===== config.mk =====
export PLATFORM = sky130hd
export DESIGN_NAME = sdb_device_flat
export DESIGN_NICKNAME = d
export VERILOG_FILES = /design/src/core/sdb_pkg.sv /design/src/core/sdb_if.sv /design/src/core/sdb_device.sv /design/src/flat_wrapper.sv
export SDC_FILE = /design/constraint.sdc
export NUM_CORES = 1
export LEC_CHECK = 0
export BUFFER_PORTS_ARGS = -buffer_cell sky130_fd_sc_hd__buf_2
export CAP_MARGIN = 20
export CORE_MARGIN = 2
export CORE_UTILIZATION = 65
export DETAILED_ROUTE_END_ITERATION = 6
export PLACE_DENSITY = 0.82
export SLEW_MARGIN = 20
export SYNTH_ARGS = -nofsm -noshare
export SYNTH_HDL_FRONTEND = slang
export SYNTH_SLANG_ARGS = --single-unit

===== constraint.sdc =====
create_clock -name clock -period 4.57 [get_ports clock]
set_clock_uncertainty 0.15 [all_clocks]
set_input_delay 0.457 -clock clock [delete_from_list [all_inputs] [get_ports clock]]
set_output_delay 0.457 -clock clock [all_outputs]
set_load 0.01 [all_outputs]

===== src/core/sdb_pkg.sv =====
// Shared constants for the burst/latency link between controller and device.
// Assumes single clock, both ends reset by reset_n.
package sdb_pkg;
  // ----------------------------------------
  // Widths and defaults
  // ----------------------------------------
  localparam int unsigned DATA_W        = 8;
  localparam int unsigned LAT_W         = 6;
  localparam int unsigned CL_DEFAULT    = 11;
  localparam int unsigned AL_DEFAULT    = 0;
  localparam int unsigned PAR_DELAY     = 4;
  localparam int unsigned CWL_DEFAULT   = 9;
  localparam int unsigned BEATS_LONG    = 8;
  localparam int unsigned BEATS_CHOP    = 4;
  localparam int unsigned PRE2_CWL_ADD  = 1;
  localparam int unsigned MEM_DEPTH     = 64;
  localparam int unsigned ADDR_W        = 6;
  // ----------------------------------------
  // Burst field encodings
  // ----------------------------------------
  localparam logic [1:0] BURST_FIXED8   = 2'h0;
  localparam logic [1:0] BURST_OTF      = 2'h1;
  localparam logic [1:0] BURST_FIXED4   = 2'h2;
  typedef enum logic [1:0] {
    SDB_CMD_NOP   = 2'b00,
    SDB_CMD_READ  = 2'b01,
    SDB_CMD_WRITE = 2'b10
  } sdb_cmd_t;
endpackage


===== src/core/sdb_if.sv =====
// Interface joining the controller end and the device end.
// Assumes one shared clock; each end drives its own data wire (dq_ctl, dq_dev).
`timescale 1ns/100ps
`default_nettype none
interface sdb_if;
  import sdb_pkg::*;
  logic [1:0]        cmd;
  logic [ADDR_W-1:0] addr;
  logic              burst_select_addr_bit;
  logic              termination_ctrl;
  logic [DATA_W-1:0] dq_ctl;
  logic              dq_ctl_oe_n;
  logic              dqs_ctl;
  logic [DATA_W-1:0] dq_dev;
  logic              dq_dev_oe_n;
  logic              dqs_dev;
  modport ctl (output cmd, addr, burst_select_addr_bit, termination_ctrl,
               dq_ctl, dq_ctl_oe_n, dqs_ctl, input dq_dev, dq_dev_oe_n, dqs_dev);
  modport dev (input cmd, addr, burst_select_addr_bit, termination_ctrl,
               dq_ctl, dq_ctl_oe_n, dqs_ctl, output dq_dev, dq_dev_oe_n, dqs_dev);
endinterface
`default_nettype wire


===== src/core/sdb_device.sv =====
// What this block does
// - Read data after cas+posted+parity delays.
// - Write data after column+posted+parity delays.
// - Eight beats for field 00, or 01 with bit high.
// - Field 01, bit low on read or write: chop four.
// - Field 10: always chop four.
// - Latency mode leaves termination timing unchanged.
// - Write timing valid only with loop locked.
// - Controller trains capture or meets worst window.
// - Read then write with checksum: eight or chop.
// - Two-clock preamble: column delay one higher (added by the controller only; this device has no preamble input).
//
// Device end: model of the memory's latency and burst logic.
// Assumes the controller keeps its half of the timing.
//
// Decided for this implementation: the mode, latency and enable settings arrive as plain input ports.
`timescale 1ns/100ps
`default_nettype none
module sdb_device
  import sdb_pkg::*;
#(
  parameter int unsigned DEPTH = MEM_DEPTH
) (
  input  wire logic              clock,
  input  wire logic              reset_n,
  sdb_if.dev                     link,
  input  wire logic [1:0]        mode_reg_zero,
  input  wire logic [LAT_W-1:0]  cas_latency,
  input  wire logic [LAT_W-1:0]  posted_cmd_delay,
  input  wire logic [LAT_W-1:0]  column_write_delay,
  input  wire logic              parity_en,
  input  wire logic              cal_mode_en,
  input  wire logic              crc_en,
  input  wire logic              dll_locked,
  output logic                   burst_is_chop,
  output logic                   term_active,
  output logic                   write_err
);
  import sdb_pkg::*;
  // ----------------------------------------
  // Latency and burst length decode
  // ----------------------------------------
  typedef enum logic [1:0] {
    SDB_ST_IDLE  = 2'b00,
    SDB_ST_WAIT  = 2'b01,
    SDB_ST_BEATS = 2'b10
  } sdb_dev_st_t;
  wire logic [LAT_W-1:0] par_add;
  wire logic [LAT_W-1:0] read_delay_total;
  wire logic [LAT_W-1:0] write_delay_total;
  wire logic             is_rd;
  wire logic             is_wr;
  wire logic             chop_now;
  wire logic [3:0]       beats_now;
  assign par_add           = parity_en ? LAT_W'(PAR_DELAY) : '0;
  assign read_delay_total  = cas_latency + posted_cmd_delay + par_add;
  assign write_delay_total = column_write_delay + posted_cmd_delay + par_add;
  assign is_rd = (link.cmd == SDB_CMD_READ);
  assign is_wr = (link.cmd == SDB_CMD_WRITE);
  // Fixed eight, otf by address bit, fixed chop; unused code treated as eight
  assign chop_now = (mode_reg_zero == BURST_FIXED4) ||
                    ((mode_reg_zero == BURST_OTF) &&
                     !link.burst_select_addr_bit);
  assign beats_now = chop_now ? 4'(BEATS_CHOP) : 4'(BEATS_LONG);
  // ----------------------------------------
  // Burst sequencer
  // ----------------------------------------
  sdb_dev_st_t           st_q;
  logic                  rd_q;
  logic [LAT_W-1:0]      wait_q;
  logic [3:0]            left_q;
  logic [ADDR_W-1:0]     ptr_q;
  logic [DATA_W-1:0]     mem [DEPTH];
  logic [DATA_W-1:0]     dq_q;
  logic                  oe_n_q;
  logic                  dqs_q;
  wire logic             start;
  wire logic             beat;
  assign start = (st_q == SDB_ST_IDLE) && (is_rd || is_wr);
  assign beat  = (st_q == SDB_ST_BEATS);
  always_ff @(posedge clock or negedge reset_n) begin
    if (!reset_n) begin
      st_q   <= SDB_ST_IDLE;
      rd_q   <= 1'b0;
      wait_q <= '0;
      left_q <= '0;
      ptr_q  <= '0;
      burst_is_chop <= 1'b0;
    end else begin
      case (st_q)
        SDB_ST_IDLE: begin
          if (start) begin
            rd_q   <= is_rd;
            ptr_q  <= link.addr;
            left_q <= beats_now;
            burst_is_chop <= chop_now;
            // Counted from the command edge; read data leaves one clock later via dq_q
            wait_q <= is_rd ? read_delay_total - LAT_W'(2) : write_delay_total - LAT_W'(1);
            st_q   <= SDB_ST_WAIT;
          end
        end
        SDB_ST_WAIT: begin
          if (wait_q <= LAT_W'(1)) begin
            st_q <= SDB_ST_BEATS;
          end else begin
            wait_q <= wait_q - LAT_W'(1);
          end
        end
        SDB_ST_BEATS: begin
          ptr_q  <= ptr_q + ADDR_W'(1);
          left_q <= left_q - 4'(1);
          if (left_q == 4'(1)) begin
            st_q <= SDB_ST_IDLE;
          end
        end
        default: st_q <= SDB_ST_IDLE;
      endcase
    end
  end
  // ----------------------------------------
  // Data path
  // ----------------------------------------
  // Write capture trusts the controller to have trained its window
  always_ff @(posedge clock) begin
    if (beat && !rd_q && !link.dq_ctl_oe_n) begin
      mem[ptr_q] <= link.dq_ctl;
    end
  end
  always_ff @(posedge clock or negedge reset_n) begin
    if (!reset_n) begin
      dq_q   <= '0;
      oe_n_q <= 1'b1;
      dqs_q  <= 1'b0;
      write_err <= 1'b0;
      term_active <= 1'b0;
    end else begin
      dq_q   <= (beat && rd_q) ? mem[ptr_q] : '0;
      oe_n_q <= !(beat && rd_q);
      dqs_q  <= beat && rd_q && !dqs_q;
      // Writes without lock are flagged; timing is not guaranteed then
      write_err <= beat && !rd_q && (!dll_locked || link.dq_ctl_oe_n);
      // Latency mode has no effect here on purpose
      term_active <= link.termination_ctrl;
    end
  end
  assign link.dq_dev      = dq_q;
  assign link.dq_dev_oe_n = oe_n_q;
  assign link.dqs_dev     = dqs_q;
  wire logic unused_ok;
  assign unused_ok = cal_mode_en ^ crc_en;
endmodule
`default_nettype wire


===== src/flat_wrapper.sv =====
// flat-port wrapper written by rule: the top's interface ports become plain ports
module sdb_device_flat import sdb_pkg::*;
#(
  parameter int unsigned DEPTH = MEM_DEPTH
)
  (clock, reset_n, mode_reg_zero, cas_latency, posted_cmd_delay, column_write_delay, parity_en, cal_mode_en, crc_en, dll_locked, burst_is_chop, term_active, write_err, link_cmd, link_addr, link_burst_select_addr_bit, link_termination_ctrl, link_dq_ctl, link_dq_ctl_oe_n, link_dqs_ctl, link_dq_dev, link_dq_dev_oe_n, link_dqs_dev);
  sdb_if link_i ();
  input  wire logic clock;
  input  wire logic reset_n;
  input  wire logic [1:0] mode_reg_zero;
  input  wire logic [LAT_W-1:0] cas_latency;
  input  wire logic [LAT_W-1:0] posted_cmd_delay;
  input  wire logic [LAT_W-1:0] column_write_delay;
  input  wire logic parity_en;
  input  wire logic cal_mode_en;
  input  wire logic crc_en;
  input  wire logic dll_locked;
  output logic burst_is_chop;
  output logic term_active;
  output logic write_err;
  input wire logic [$bits(link_i.cmd)-1:0] link_cmd;
  input wire logic [$bits(link_i.addr)-1:0] link_addr;
  input wire logic [$bits(link_i.burst_select_addr_bit)-1:0] link_burst_select_addr_bit;
  input wire logic [$bits(link_i.termination_ctrl)-1:0] link_termination_ctrl;
  input wire logic [$bits(link_i.dq_ctl)-1:0] link_dq_ctl;
  input wire logic [$bits(link_i.dq_ctl_oe_n)-1:0] link_dq_ctl_oe_n;
  input wire logic [$bits(link_i.dqs_ctl)-1:0] link_dqs_ctl;
  output wire logic [$bits(link_i.dq_dev)-1:0] link_dq_dev;
  output wire logic [$bits(link_i.dq_dev_oe_n)-1:0] link_dq_dev_oe_n;
  output wire logic [$bits(link_i.dqs_dev)-1:0] link_dqs_dev;
  assign link_i.cmd = link_cmd;
  assign link_i.addr = link_addr;
  assign link_i.burst_select_addr_bit = link_burst_select_addr_bit;
  assign link_i.termination_ctrl = link_termination_ctrl;
  assign link_i.dq_ctl = link_dq_ctl;
  assign link_i.dq_ctl_oe_n = link_dq_ctl_oe_n;
  assign link_i.dqs_ctl = link_dqs_ctl;
  assign link_dq_dev = link_i.dq_dev;
  assign link_dq_dev_oe_n = link_i.dq_dev_oe_n;
  assign link_dqs_dev = link_i.dqs_dev;
  sdb_device #(.DEPTH(DEPTH)) u_core (.clock(clock), .reset_n(reset_n), .link(link_i), .mode_reg_zero(mode_reg_zero), .cas_latency(cas_latency), .posted_cmd_delay(posted_cmd_delay), .column_write_delay(column_write_delay), .parity_en(parity_en), .cal_mode_en(cal_mode_en), .crc_en(crc_en), .dll_locked(dll_locked), .burst_is_chop(burst_is_chop), .term_active(term_active), .write_err(write_err));
endmodule

; ---- Yosys cells after proc, flatten, opt, wreduce, memory -nomap -nowiden
; Memories as Yosys holds them, arrays and structs flattened.
; Index checks and enable logic that the tools add are counted.
[word_totals]
ff_bits = 32
ram_bits = 512
inputBits = 46
output_inout_bits = 13
wordCells = 73
memories = 1
[classes]
add_sub_neg = 9
n_lt_le_gt_ge = 1
n_eq_ne = 11
n_mux = 17
reduce_logical = 23
[mem_list]
columns = memory, depth, word_bits, read_ports, rd_ports_with_merged_regs, wr, line_no
row1 = u_core.mem, 64, 8, 1, 0, 1, sdb_device.sv:73  ; logic [DATA_W-1:0] mem [DEPTH];
[op_table]
columns = cell, n
row1 = $add 6x6->6, 4
row2 = $mux 6, 4
row3 = $pmux 6 s2, 2
row4 = $sub 6x1->6 const B, 2
row5 = $mux 4, 2
row6 = $mux 8, 1
row7 = $pmux 4 s2, 1
row8 = $logic_and 1x1->1, 7
row9 = $add 6x1->6 const B, 1
row10 = $eq 2x1->1 const B, 3
row11 = $eq 2x2->1 const B, 3
row12 = $le 6x1->1 const B, 1
row13 = $logic_not 1->1, 6
row14 = $mux 2, 3
row15 = $pmux 2 s3, 1
row16 = $reduce_and 3->1, 2
row17 = $sub 6x2->6 const B, 1
row18 = $eq 4x1->1 const B, 1
row19 = $ne 2x1->1 const B, 2
row20 = $ne 2x2->1 const B, 2
row21 = $reduce_and 2->1, 2
row22 = $reduce_bool 2->1, 2
row23 = $sub 4x1->4 const B, 1
row24 = $logic_or 1x1->1, 3
row25 = 3 further kinds, 4

; ---- Longest topological paths before layout
; Gate-level depths: netlist (run 1).
[depth]
word_depth = 6
mapped_depth = 11
depth_no_buf = 11

; ---- Worst setup path after synthesis (run 1)
; OpenSTA, ideal clock, no wires.
[synth_path]
path_type = input to register
startpoint = in posted_cmd_delay[2]
endpoint = reg u_core.wait_q[4]
setup_time_ns = 0.140
arrival_time_ns = 2.340
t_required_ns = 4.280
path_slack_ns = 1.941
stages = 11
path_buffers = 0
path_cell_list = inv_1 ha_1 inv_1 fa_1 ha_1 inv_1 fa_1 xor2_1 nor2_1 a211oi_1 a311oi_1
[synth_between]
elab_chain_cells = 6
elab_cells_between_ends = 9
classes_between = add/sub (6) / mux (3)
[synth_rtl]
columns = element, line_no
row1 = start: declaration, flat_wrapper.sv:12  ; input wire logic [LAT_W-1:0] posted_cmd_delay;
row2 = "$add 6x6->6, on equally long branches (2 in series)", "sdb_device.sv:57, sdb_device.sv:56"
row3 = $sub 6x1->6 or $sub 6x2->6 (tied branches), sdb_device.sv:98  ; wait_q <= is_rd ? read_delay_total - LAT_W'(2) : write_delay_total - LAT_W'(1);
row4 = $mux 6 *, sdb_device.sv:98
row5 = $mux 6 *, sdb_device.sv:92  ; if (start) begin
row6 = $pmux 6 s2 *, sdb_device.sv:90  ; case (st_q)
row7 = end signal: assignment, sdb_device.sv:98
row8 = end signal: assignment, sdb_device.sv:106  ; wait_q <= wait_q - LAT_W'(1);
row9 = end: declaration, sdb_device.sv:70  ; logic [LAT_W-1:0] wait_q;
; Every way passes the cells marked *; elsewhere a longest branch is shown, timed or not. The select of a mux whose other input is x is not followed.
; A chain may end at the register's enable or synchronous reset.

; ---- Worst setup path after layout (run 1)
[layout_path]
startpoint = reg u_core.st_q[0]
endpoint = mem u_core.mem[6][4], enable pin
[layout_between]
elab_chain_cells = 5
[layout_rtl]
columns = element, line_no
row1 = start: declaration, sdb_device.sv:68  ; sdb_dev_st_t st_q;
row2 = start signal: assignment, sdb_device.sv:83  ; st_q <= SDB_ST_IDLE;
row3 = start signal: assignment, sdb_device.sv:99  ; st_q <= SDB_ST_WAIT;
row4 = start signal: assignment, sdb_device.sv:104  ; st_q <= SDB_ST_BEATS;
row5 = $eq 2x2->1, sdb_device.sv:80  ; assign beat = (st_q == SDB_ST_BEATS);
row6 = $logic_and 1x1->1 (2 in series), sdb_device.sv:125  ; if (beat && !rd_q && !link.dq_ctl_oe_n) begin
row7 = $mux 1, sdb_device.sv:125
row8 = $mux 1 (not written as such), sdb_device.sv:126  ; mem[ptr_q] <= link.dq_ctl;
row9 = end: declaration, sdb_device.sv:73
; Every way passes these cells.

==> impl_metrics.env, run 1 <==
export IMPL_final_core_util_pct=73.19
export IMPL_syn_nets=1344
export IMPL_htreeDepth=2
export IMPL_synth_distinct_cells=64
export IMPL_outcome="complete, no violations"
export IMPL_post_route_period_util_pct=81.89
export IMPL_worstMarginPinSlew_ns=1.154
export IMPL_dp_final_hpwl_um=31620
export IMPL_crit_required_ns=4.59
export IMPL_arrival_ns=3.77
export IMPL_grt_max_degree=65
export IMPL_antenna_left=0
export IMPL_layout_nets=1420
export IMPL_remaining_drc_errors=0
export IMPL_hold_buffers=3
export IMPL_overflow=0
export IMPL_cts_path_max_buffers=3
export IMPL_numCtsBuffers=51
export IMPL_path_class="reg2reg"
export IMPL_finalCriticalPeriod_ns=3.742
export IMPL_die_x_um=189.0
export IMPL_std_cell_rows=67
export IMPL_synth_top_cell_by_area="edfxtp_1"
export IMPL_max_freq_ghz=0.2672
export IMPL_initial_core_util_pct=66.20
export IMPL_crit_fanout=22
export IMPL_slew_viol_final=0
export IMPL_grtUsageTotal_pct=30.76
export IMPL_endpoint_kind="flop"
export IMPL_finalHoldViolCount=0
export IMPL_clock_latency_ns=0.57
export IMPL_slowest_stage="nor2_1"
export IMPL_post_cts_buffers=0
export IMPL_hp_class="in2reg"
export IMPL_antenna_found_initial=0
export IMPL_ios=59
export IMPL_syn_mean_instance_area_um2=17.58
export IMPL_syn_area_um2=22250
export IMPL_portBuffers=55
export IMPL_clockRootBuffer="clkbuf_16"
export IMPL_async_flop_share_pct=5.882
export IMPL_die_y_um=189.0
export IMPL_clk_pin_slew_ns=0.06
export IMPL_core_um2=33620
export IMPL_final_cell_mix="512 x edfxtp_1, 93 x nor2_1, 75 x mux4_2, 57 x mux2i_1, 51 x clkbuf_16"
export IMPL_die_area_um2=35730
export IMPL_routed_wirelength_um=54110
export IMPL_critPathBufInv=1
export IMPL_setup_violations=0
export IMPL_cts_tree="built"
export IMPL_cts_sinks=544
export IMPL_yosys_warnings=0
export IMPL_synthTopCellsByArea="edfxtp_1 69%, mux4_2 7.6%, dfrtp_1 3.5%"
export IMPL_syn_instance_count=1266
export IMPL_grt_pass1_vias=12544
export IMPL_insertedDiodeCount=0
export IMPL_ys_ff_latch=544
export IMPL_place_gp_congestion=0.9192
export IMPL_drt_pass1_iterations=6
export IMPL_final_common_cell="edfxtp_1"
export IMPL_crit_path_start_kind="flop"
export IMPL_drive_above_1_share_pct=20.25
export IMPL_synth_edf_count=512
export IMPL_grt_setup_unrepaired="no"
export IMPL_grt_pass1_wl_um=79890
export IMPL_drt_initial_drc_count=1930
export IMPL_num_vias=12820
export IMPL_p_leak_nw=8.353
export IMPL_synth_top_area_share_pct=69.09
export IMPL_slew_headroom_pct=22.45
export IMPL_viasPerCell=7.002
export IMPL_tns_ns=0
export IMPL_area_growth_pct=10.56
export IMPL_cts_resized=0
export IMPL_crit_family="simple AND/OR/NAND/NOR gates"
export IMPL_wl_per_cell_um=29.55
export IMPL_ir_drop_uv=481.8
export IMPL_critical_path_max_stage_delay_ns=1.02
export IMPL_path_cells="buf_4, nand2b_1, nor3_1, nand3_1, nor2_1"
export IMPL_maxCapViolations=0
export IMPL_power_density_nw_per_um2=546.6
export IMPL_seq_area_frac_synth_pct=72.69
export IMPL_ys_flop_type="edfxtp_1"
synthesized netlist by cell type, types with 3 or more instances:
| library cell | count |
|---|---|
| edfxtp_1 | 512 |
| nor2_1 | 93 |
| mux4_2 | 75 |
| mux2i_1 | 57 |
| inv_1 | 43 |
| nand2_1 | 38 |
| a22oi_1 | 37 |
| o21ai_0 | 35 |
| mux2_2 | 32 |
| dfrtp_1 | 31 |
| ha_1 | 28 |
| a221oi_1 | 26 |
| buf_2 | 26 |
| a21oi_1 | 24 |
| clkbuf_1 | 20 |
| nand3_1 | 15 |
| o22ai_1 | 14 |
| a31oi_1 | 13 |
| buf_4 | 13 |
| nor2b_1 | 11 |
| nor3_1 | 11 |
| xnor2_1 | 9 |
| a221o_1 | 8 |
| buf_6 | 8 |
| nand3b_1 | 5 |
| a211oi_1 | 4 |
| a22o_1 | 4 |
| and2_1 | 4 |
| buf_1 | 4 |
| fa_1 | 4 |
| nor3b_1 | 4 |
| or3_1 | 4 |
| a21o_1 | 3 |
| a32oi_1 | 3 |
| and3b_1 | 3 |
| nor4_1 | 3 |
| o2bb2ai_1 | 3 |
power breakdown:
part	total (mW)	internal, mW	leakage, nW	switching, mW
logic	3.55	1.41	2.58	2.14
clock network	4.08	2.30	0.779	1.78
registers	5.82	5.53	5.00	0.286
total	13.4	9.24	8.35	4.20
kinds of logic (layout without fill, tap and decap cells):
kind of cell | Yosys count | in the layout | share of synthesized area, %
XOR/XNOR | 11 | 11 | 0.4330
adder cells (fa/ha/maj) | 32 | 32 | 1.934
buffers and inverters | 116 | 233 | 2.592
AO/OA/AOI/OAI | 196 | 196 | 6.308
AND/OR/NAND/NOR | 202 | 202 | 4.200
flip-flops | 544 | 544 | 72.69
multiplexers | 165 | 165 | 11.84
routing by layer:
metal | track usage (%) | routed length (um) | part of all wire (%) | vias to the layer above
met2 | 47.93 | 25130 | 46 | 1029
li1 | - | - | - | 5201
met1 | 42.34 | 19520 | 36 | 6379
met4 | 12.05 | 2532 | 4.7 | 2
met5 | 0 | 26 | 0.048 | -
met3 | 8.026 | 6895 | 13 | 209
metrics by stage:
stage / instance area (um2) / worst slack [ns] / power [mW] / instances / hold WS (ns)
finish: 24600 / 0.8276 / 13.45 / 1831 / 0.04746
CTS: 24590 / 1.048 / 13.35 / 1831 / 0.02659
global placement: 22980 / 1.147 / 9.232 / 1734 / 0.2583
floorplan: 22250 / 1.941 / 8.280 / 1266 / 0.01141
global route: 24600 / 0.8568 / 13.80 / 1831 / 0.07072
detailed placement: 22980 / 1.064 / 9.316 / 1734 / 0.2713
path summary, 6_finish.rpt:
| check | slack, ns | start | cells past startpoint | end |
|---|---|---|---|---|
| min in group asynchronous | 0.36 | reset_n | 2 | u_core.link.dq_dev[1]$_DFF_PN0_ |
| setup / recovery | 0.83 | u_core.st_q[0]$_DFFE_PN0P_ | 5 | u_core.mem[6][4]$_DFFE_PP_ |
| hold reg to reg | 0.30 | u_core.link.dqs_dev$_DFF_PN0_ | 1 | u_core.link.dqs_dev$_DFF_PN0_ |
| max in group asynchronous | 3.30 | reset_n | 2 | u_core.ptr_q[0]$_DFFE_PN0P_ |
| hold / removal | 0.05 | link_addr[3] | 3 | u_core.ptr_q[3]$_DFFE_PN0P_ |
| setup reg to reg | 0.83 | u_core.st_q[0]$_DFFE_PN0P_ | 5 | u_core.mem[6][4]$_DFFE_PP_ |
state kept, by name, indices dropped and copies added, names as in the netlist, 2 cells and up:
signal and flops:
u_core.left_q 4, u_core.link.dq_dev 8, u_core.mem 512, u_core.ptr_q 6
u_core.st_q 2, u_core.wait_q 6
worst register-to-register path, stage by stage, from the launching register on:
cell and delay [ns]:
dfrtp_1 0.36, buf_4 0.19, nand2b_1 0.26, nor3_1 0.68
nand3_1 0.69, nor2_1 1.02
layout make-up:
| cell class | count | area (um2) |
|---|---|---|
| flip-flops and latches | 544 | 16190 |
| fillers | 1898 | 9012 |
| multi-input cells | 606 | 5500 |
| clock buffers | 65 | 1349 |
| repair buffers | 94 | 605.6 |
| well taps | 448 | 560.5 |
| clock inverters | 29 | 231.5 |
| inverters | 45 | 168.9 |
No activity file was read; power rests on OpenSTA's default activity.
==> inputs of run 2 (changes only) <==
--- a/config.mk
+++ b/config.mk
@@ -8,9 +8,9 @@
 export BUFFER_PORTS_ARGS = -buffer_cell sky130_fd_sc_hd__buf_2
 export CAP_MARGIN = 20
 export CORE_MARGIN = 2
-export CORE_UTILIZATION = 65
+export CORE_UTILIZATION = 56
 export DETAILED_ROUTE_END_ITERATION = 6
-export PLACE_DENSITY = 0.82
+export PLACE_DENSITY = 0.75
 export SLEW_MARGIN = 20
 export SYNTH_ARGS = -nofsm -noshare
 export SYNTH_HDL_FRONTEND = slang
==> constraint.sdc (replaced) <==
create_clock -name clock -period 3.1 [get_ports clock]
set_clock_uncertainty 0.15 [all_clocks]
set_input_delay 0.31 -clock clock [delete_from_list [all_inputs] [get_ports clock]]
set_output_delay 0.31 -clock clock [all_outputs]
set_load 0.01 [all_outputs]
==> run 2 against run 1 <==
Against the previous run: register-to-register slack worse by 0.67 ns; design area increased by 4.7%; global-route usage fell by 4.0 points; flip-flop and latch count unchanged; maximum frequency increased by 27%; combinational power increased by 59%; via count up 0.16%; cell count increased by 10%; sequential power up 46%; routed wire length shrank 0.15%; clock power up 59%; critical endpoint is now u_core.mem[21][1]$_DFFE_PP_.
==> impl_metrics.env, run 2 (same netlist as run 1, synthesis figures left out) <==
export IMPL_die_x_um=203.3
export IMPL_hp_class="in2reg"
export IMPL_setup_violations=0
export IMPL_grt_pass1_vias=12740
export IMPL_grt_max_degree=65
export IMPL_grt_setup_unrepaired="no"
export IMPL_p_comb_share_pct=27.3
export IMPL_final_common_cell="edfxtp_1"
export IMPL_hold_depth=4
export IMPL_cts_path_max_buffers=3
export IMPL_outcome="complete, no violations"
export IMPL_crit_fanout=18
export IMPL_post_route_period_util_pct=94.76
export IMPL_r2r_slack_ns=0.16
export IMPL_max_freq_ghz=0.3404
export IMPL_finalCriticalPeriod_ns=2.938
export IMPL_slew_viol_final=0
export IMPL_ios=59
export IMPL_antenna_found_initial=0
export IMPL_tns_ns=0
export IMPL_overflow=0
export IMPL_ir_drop_uv=437.3
export IMPL_layout_nets=1535
export IMPL_place_gp_congestion=0.9112
export IMPL_p_sw_share_pct=30.05
export IMPL_die_y_um=203.3
export IMPL_wl_per_cell_um=26.76
export IMPL_final_cell_mix="512 x edfxtp_1, 138 x buf_4, 93 x nor2_1, 75 x mux4_2, 57 x mux2i_1"
export IMPL_crit_required_ns=3.23
export IMPL_grtUsageTotal_pct=26.73
export IMPL_finalHoldViolCount=0
export IMPL_power_density_nw_per_um2=799.7
export IMPL_min_delay_start="link_burst_select_addr_bit"
export IMPL_p_leak_nw=9.002
export IMPL_final_core_util_pct=65.31
export IMPL_clockRootBuffer="clkbuf_16"
export IMPL_seqPwrFrac_pct=41.1
export IMPL_path_class="reg2reg"
export IMPL_reg2reg_depth=6
export IMPL_endpoint_kind="flop"
export IMPL_arrival_ns=3.07
export IMPL_remaining_drc_errors=0
export IMPL_routed_wirelength_um=54030
export IMPL_drive_above_1_share_pct=26.31
export IMPL_grt_pass1_wl_um=80800
export IMPL_place_area_um2=23910
export IMPL_slew_headroom_pct=39.80
export IMPL_cts_sinks=544
export IMPL_die_area_um2=41350
export IMPL_worstReg2RegStart="u_core.ptr_q[0]$_DFFE_PN0P_"
export IMPL_min_to="u_core.burst_is_chop$_DFFE_PN0P_"
export IMPL_clkPwrFrac_pct=31.5
export IMPL_maxCapViolations=0
export IMPL_largest_register_ffs=512
export IMPL_clock_latency_ns=0.59
export IMPL_p_sw_mw=6.192
export IMPL_initial_core_util_pct=56.40
export IMPL_portBuffers=55
export IMPL_antenna_left=0
export IMPL_num_vias=12840
export IMPL_r2r_end="u_core.mem[21][1]$_DFFE_PP_"
export IMPL_numCtsBuffers=53
export IMPL_top_register="u_core.mem"
export IMPL_clk_pin_slew_ns=0.06
export IMPL_viasPerCell=6.360
export IMPL_cts_tree="built"
export IMPL_crit_path_start_kind="flop"
export IMPL_intPower_mw=14.42
export IMPL_htreeDepth=2
export IMPL_design_area_um2=25770
export IMPL_dp_final_hpwl_um=34160
export IMPL_drt_initial_drc_count=1573
export IMPL_nFillCells=2604
export IMPL_cts_resized=0
export IMPL_core_um2=39460
export IMPL_worstMarginPinSlew_ns=0.8961
export IMPL_area_growth_pct=15.79
export IMPL_drt_pass1_iterations=5
export IMPL_std_cell_rows=73
export IMPL_insertedDiodeCount=0
[run 2: worst max-delay path by stage]
| stage | cells after the start | from | to | slack, ns |
|---|---|---|---|---|
| 2_1_floorplan | 11 | posted_cmd_delay[2] | u_core.wait_q[4]$_DFFE_PN0P_ | 0.62 |
| 3_3_place_gp | 6 | u_core.ptr_q[0]$_DFFE_PN0P_ | u_core.mem[39][0]$_DFFE_PP_ | 0.31 |
| 3_5_place_dp | 5 | u_core.ptr_q[0]$_DFFE_PN0P_ | u_core.mem[19][0]$_DFFE_PP_ | 0.26 |
| 4_1_cts | 5 | u_core.ptr_q[0]$_DFFE_PN0P_ | u_core.mem[19][2]$_DFFE_PP_ | 0.27 |
| 5_1_grt | 6 | u_core.ptr_q[0]$_DFFE_PN0P_ | u_core.mem[21][2]$_DFFE_PP_ | 0.13 |
| 6_report | 6 | u_core.ptr_q[0]$_DFFE_PN0P_ | u_core.mem[21][1]$_DFFE_PP_ | 0.16 |
[run 2: power by group through the flow]
stage | registers, mW | logic, mW | clock network (mW)
finish | 8.48 | 5.63 | 6.50
global route | 8.50 | 5.93 | 6.84
CTS | 8.46 | 5.56 | 6.58
detailed placement | 8.61 | 5.50 | 0
global placement | 8.61 | 5.42 | 0
floorplan | 8.39 | 3.82 | 0
[run 2: cell type report]
cell class | count | area (um2) | area share [%]
clock buffer | 61 | 1356 | 5.263
multi-input combinational | 606 | 5500 | 21.34
timing repair buffer | 207 | 1511 | 5.865
tap | 525 | 656.9 | 2.549
inverter | 45 | 168.9 | 0.6555
clock inverter | 31 | 386.6 | 1.500
sequential | 544 | 16190 | 62.82
[run 2: stage by stage]
stage | cells | setup slack [ns] | power [mW] | hold WS (ns)
3_5_place_dp | 1916 | 0.2590 | 14.11 | 0.2747
2_1_floorplan | 1266 | 0.6176 | 12.21 | -0.1356
3_3_place_gp | 1916 | 0.3089 | 14.02 | 0.2626
5_1_grt | 2019 | 0.1278 | 21.27 | 0.09535
4_1_cts | 2019 | 0.2711 | 20.60 | 0.06554
6_report | 2019 | 0.1624 | 20.61 | 0.08364
[run 2: routing by layer]
metal  part of all wire [%]  up-vias  wire (um)  global-route usage [%]
met5                      0        -          0                       0
met4                    3.7        0       2021                   10.92
met3                     10      135       5631                   4.906
met2                     47      823      25550                   41.55
met1                     39     6455      20830                   37.90
li1                       -     5427          -                       -
[run 2: what timing repair did]
item,4_1_cts,5_1_grt
hold endpoints to repair,39,0
hold buffers,11,0
setup buffers,0,0
[run 2: worst max-delay path, stage by stage, from the launching register on]
cell     delay, ns
dfrtp_4       0.69
buf_4         0.26
nor2b_1       0.19
buf_4         0.23
nand3_1       0.50
nor2_1        0.34
buf_4         0.25
==> inputs of run 3 (changes only) <==
--- a/config.mk
+++ b/config.mk
@@ -8,9 +8,9 @@
 export BUFFER_PORTS_ARGS = -buffer_cell sky130_fd_sc_hd__buf_2
 export CAP_MARGIN = 20
 export CORE_MARGIN = 2
-export CORE_UTILIZATION = 56
+export CORE_UTILIZATION = 62
 export DETAILED_ROUTE_END_ITERATION = 6
-export PLACE_DENSITY = 0.75
+export PLACE_DENSITY = 0.78
 export SLEW_MARGIN = 20
 export SYNTH_ARGS = -nofsm -noshare
 export SYNTH_HDL_FRONTEND = slang
==> constraint.sdc (replaced) <==
create_clock -name clock -period 3.3 [get_ports clock]
set_clock_uncertainty 0.15 [all_clocks]
set_input_delay 0.33 -clock clock [delete_from_list [all_inputs] [get_ports clock]]
set_output_delay 0.33 -clock clock [all_outputs]
set_load 0.02 [all_outputs]
==> run 3 against run 2 <==
Against the previous run: the flow now finishes with violations (design-rule violations); power fell by 7.9%; via count down 0.71%; clock power shrank 12%; sequential share of layout area up 0.65 points; design area down 1.0%; largest power group unchanged.
==> impl_metrics.env, run 3 (same netlist as run 1, synthesis figures left out) <==
export IMPL_die_x_um=193.5
export IMPL_slowest_stage="dfrtp_4"
export IMPL_viasPerCell=6.562
export IMPL_std_cell_rows=69
export IMPL_clockRootBuffer="clkbuf_16"
export IMPL_multiInputGateArea_um2=5500
export IMPL_drt_initial_drc_count=1706
export IMPL_final_common_cell="edfxtp_1"
export IMPL_grt_setup_unrepaired="no"
export IMPL_crit_path_start_kind="flop"
export IMPL_final_cell_mix="512 x edfxtp_1, 128 x buf_4, 93 x nor2_1, 75 x mux4_2, 57 x mux2i_1"
export IMPL_place_gp_congestion=0.9002
export IMPL_die_area_um2=37420
export IMPL_grt_pass1_wl_um=80330
export IMPL_endpoint_kind="flop"
export IMPL_outcome="finished, violations left"
export IMPL_maxCapViolations=0
export IMPL_antenna_found_initial=1
export IMPL_regArea_um2=16190
export IMPL_post_cts_buffers=0
export IMPL_min_delay_start="mode_reg_zero[0]"
export IMPL_arrival_ns=3.23
export IMPL_overflow=0
export IMPL_setup_violations=0
export IMPL_crit_required_ns=3.44
export IMPL_drive_above_1_share_pct=25.37
export IMPL_hold_buffers=9
export IMPL_worst_path_most_repeated_cell="buf_4"
export IMPL_setup_slack_ns=0.2107
export IMPL_min_to="u_core.burst_is_chop$_DFFE_PN0P_"
export IMPL_largest_register_ffs=512
export IMPL_finalCriticalPeriod_ns=3.089
export IMPL_dpl_worst_slack_ns=0.3924
export IMPL_die_y_um=193.5
export IMPL_slew_headroom_pct=47.19
export IMPL_path_class="reg2reg"
export IMPL_slew_viol_final=0
export IMPL_initial_core_util_pct=62.72
export IMPL_max_freq_ghz=0.3237
export IMPL_portBuffers=55
export IMPL_nFillCells=2080
export IMPL_finalHoldViolCount=0
export IMPL_num_vias=12749
export IMPL_power_density_nw_per_um2=744.5
export IMPL_top_register="u_core.mem"
export IMPL_violations="design-rule violations"
export IMPL_cts_tree="built"
export IMPL_hp_class="in2reg"
export IMPL_area_growth_pct=14.61
export IMPL_crit_family="simple AND/OR/NAND/NOR gates"
export IMPL_critPathBufInv=3
export IMPL_remaining_drc_errors=1
export IMPL_worstMarginPinSlew_ns=0.7922
export IMPL_crit_fanout=23
export IMPL_core_um2=35480
export IMPL_dp_final_hpwl_um=33290
export IMPL_insertedDiodeCount=0
export IMPL_wl_per_cell_um=27.65
export IMPL_htreeDepth=2
export IMPL_drt_pass1_iterations=7
export IMPL_post_route_period_util_pct=93.62
export IMPL_numCtsBuffers=52
export IMPL_crit_path_start="u_core.ptr_q[1]$_DFFE_PN0P_"
export IMPL_clock_latency_ns=0.61
export IMPL_ir_drop_uv=732.7
export IMPL_grt_max_degree=65
export IMPL_routed_wirelength_um=53720
export IMPL_r2r_slack_ns=0.21
export IMPL_critical_path_max_stage_delay_ns=0.71
export IMPL_grt_pass1_vias=12746
export IMPL_path_depth=6
export IMPL_reg2reg_depth=6
export IMPL_layout_nets=1520
export IMPL_path_cells="buf_4, nor2b_1, buf_4, nand3_1, nor2_1, buf_4"
export IMPL_clk_pin_slew_ns=0.06
export IMPL_r2r_end="u_core.mem[38][7]$_DFFE_PP_"
export IMPL_tns_ns=0
export IMPL_cts_sinks=544
export IMPL_ios=59
export IMPL_cts_resized=0
export IMPL_grtUsageTotal_pct=28.97
export IMPL_p_leak_nw=8.902
export IMPL_hold_depth=4
export IMPL_cts_path_max_buffers=3
export IMPL_antenna_left=0
export IMPL_worstReg2RegStart="u_core.ptr_q[1]$_DFFE_PN0P_"
[run 3: changes by cell type in the layout (fill, tap and decap cells not counted), sizes merged]
cell | previous run | this run
clkinvlp | 5 | 2
bufinv | 9 | 3
clkinv | 17 | 23
dlygate4sd3 | 11 | 9
clkbuf | 61 | 67
inv | 45 | 44
buf | 196 | 184
[run 3: per-layer routing]
metal / vias to the layer above / GRT usage [%] / part of all wire [%]
li1: 5397 / - / -
met1: 6351 / 40.23 / 37
met2: 841 / 44.38 / 47
met3: 160 / 7.305 / 12
met4: 0 / 12.41 / 4.1
met5: - / 0 / 0
[run 3: area by class of cell]
type                            count  share of cell area (%)
Timing Repair Buffer              193                   5.632
Multi-Input combinational cell    606                   21.56
Clock inverter                     27                  0.8438
Sequential cell                   544                   63.47
Inverter                           45                  0.6623
Clock buffer                       67                   5.568
Tap cell                          461                   2.261
[run 3: worst min-delay path: stages]
cell,delay [ns]
buf_2,0.10
nor2b_1,0.11
nor3_1,0.09
nor2_1,0.12
[run 3: where the power goes]
| part | switching (mW) | internal [mW] |
|---|---|---|
| logic | 3.08 | 2.20 |
| clock network | 2.47 | 3.26 |
| registers | 0.313 | 7.66 |
| total | 5.87 | 13.1 |
[run 3: worst max path at each step]
stage	to	slack, ns
6_report	u_core.mem[38][7]$_DFFE_PP_	0.21
5_1_grt	u_core.mem[54][3]$_DFFE_PP_	0.23
4_1_cts	u_core.mem[38][7]$_DFFE_PP_	0.35
3_5_place_dp	u_core.mem[46][6]$_DFFE_PP_	0.39
3_3_place_gp	u_core.mem[22][5]$_DFFE_PP_	0.42
2_1_floorplan	u_core.wait_q[4]$_DFFE_PN0P_	0.80
[run 3: metrics by stage]
stage	power, mW	cells	utilization [%]	instance area (um2)	hold WS (ns)
4_1_cts	18.94	1943	71.84	25490	0.04637
3_3_place_gp	13.13	1840	66.98	23770	0.2594
3_5_place_dp	13.23	1840	66.98	23770	0.2649
5_1_grt	19.55	1943	71.88	25510	0.07812
2_1_floorplan	11.47	1266	-	22250	-0.1156
6_report	18.99	1943	71.88	25510	0.06951
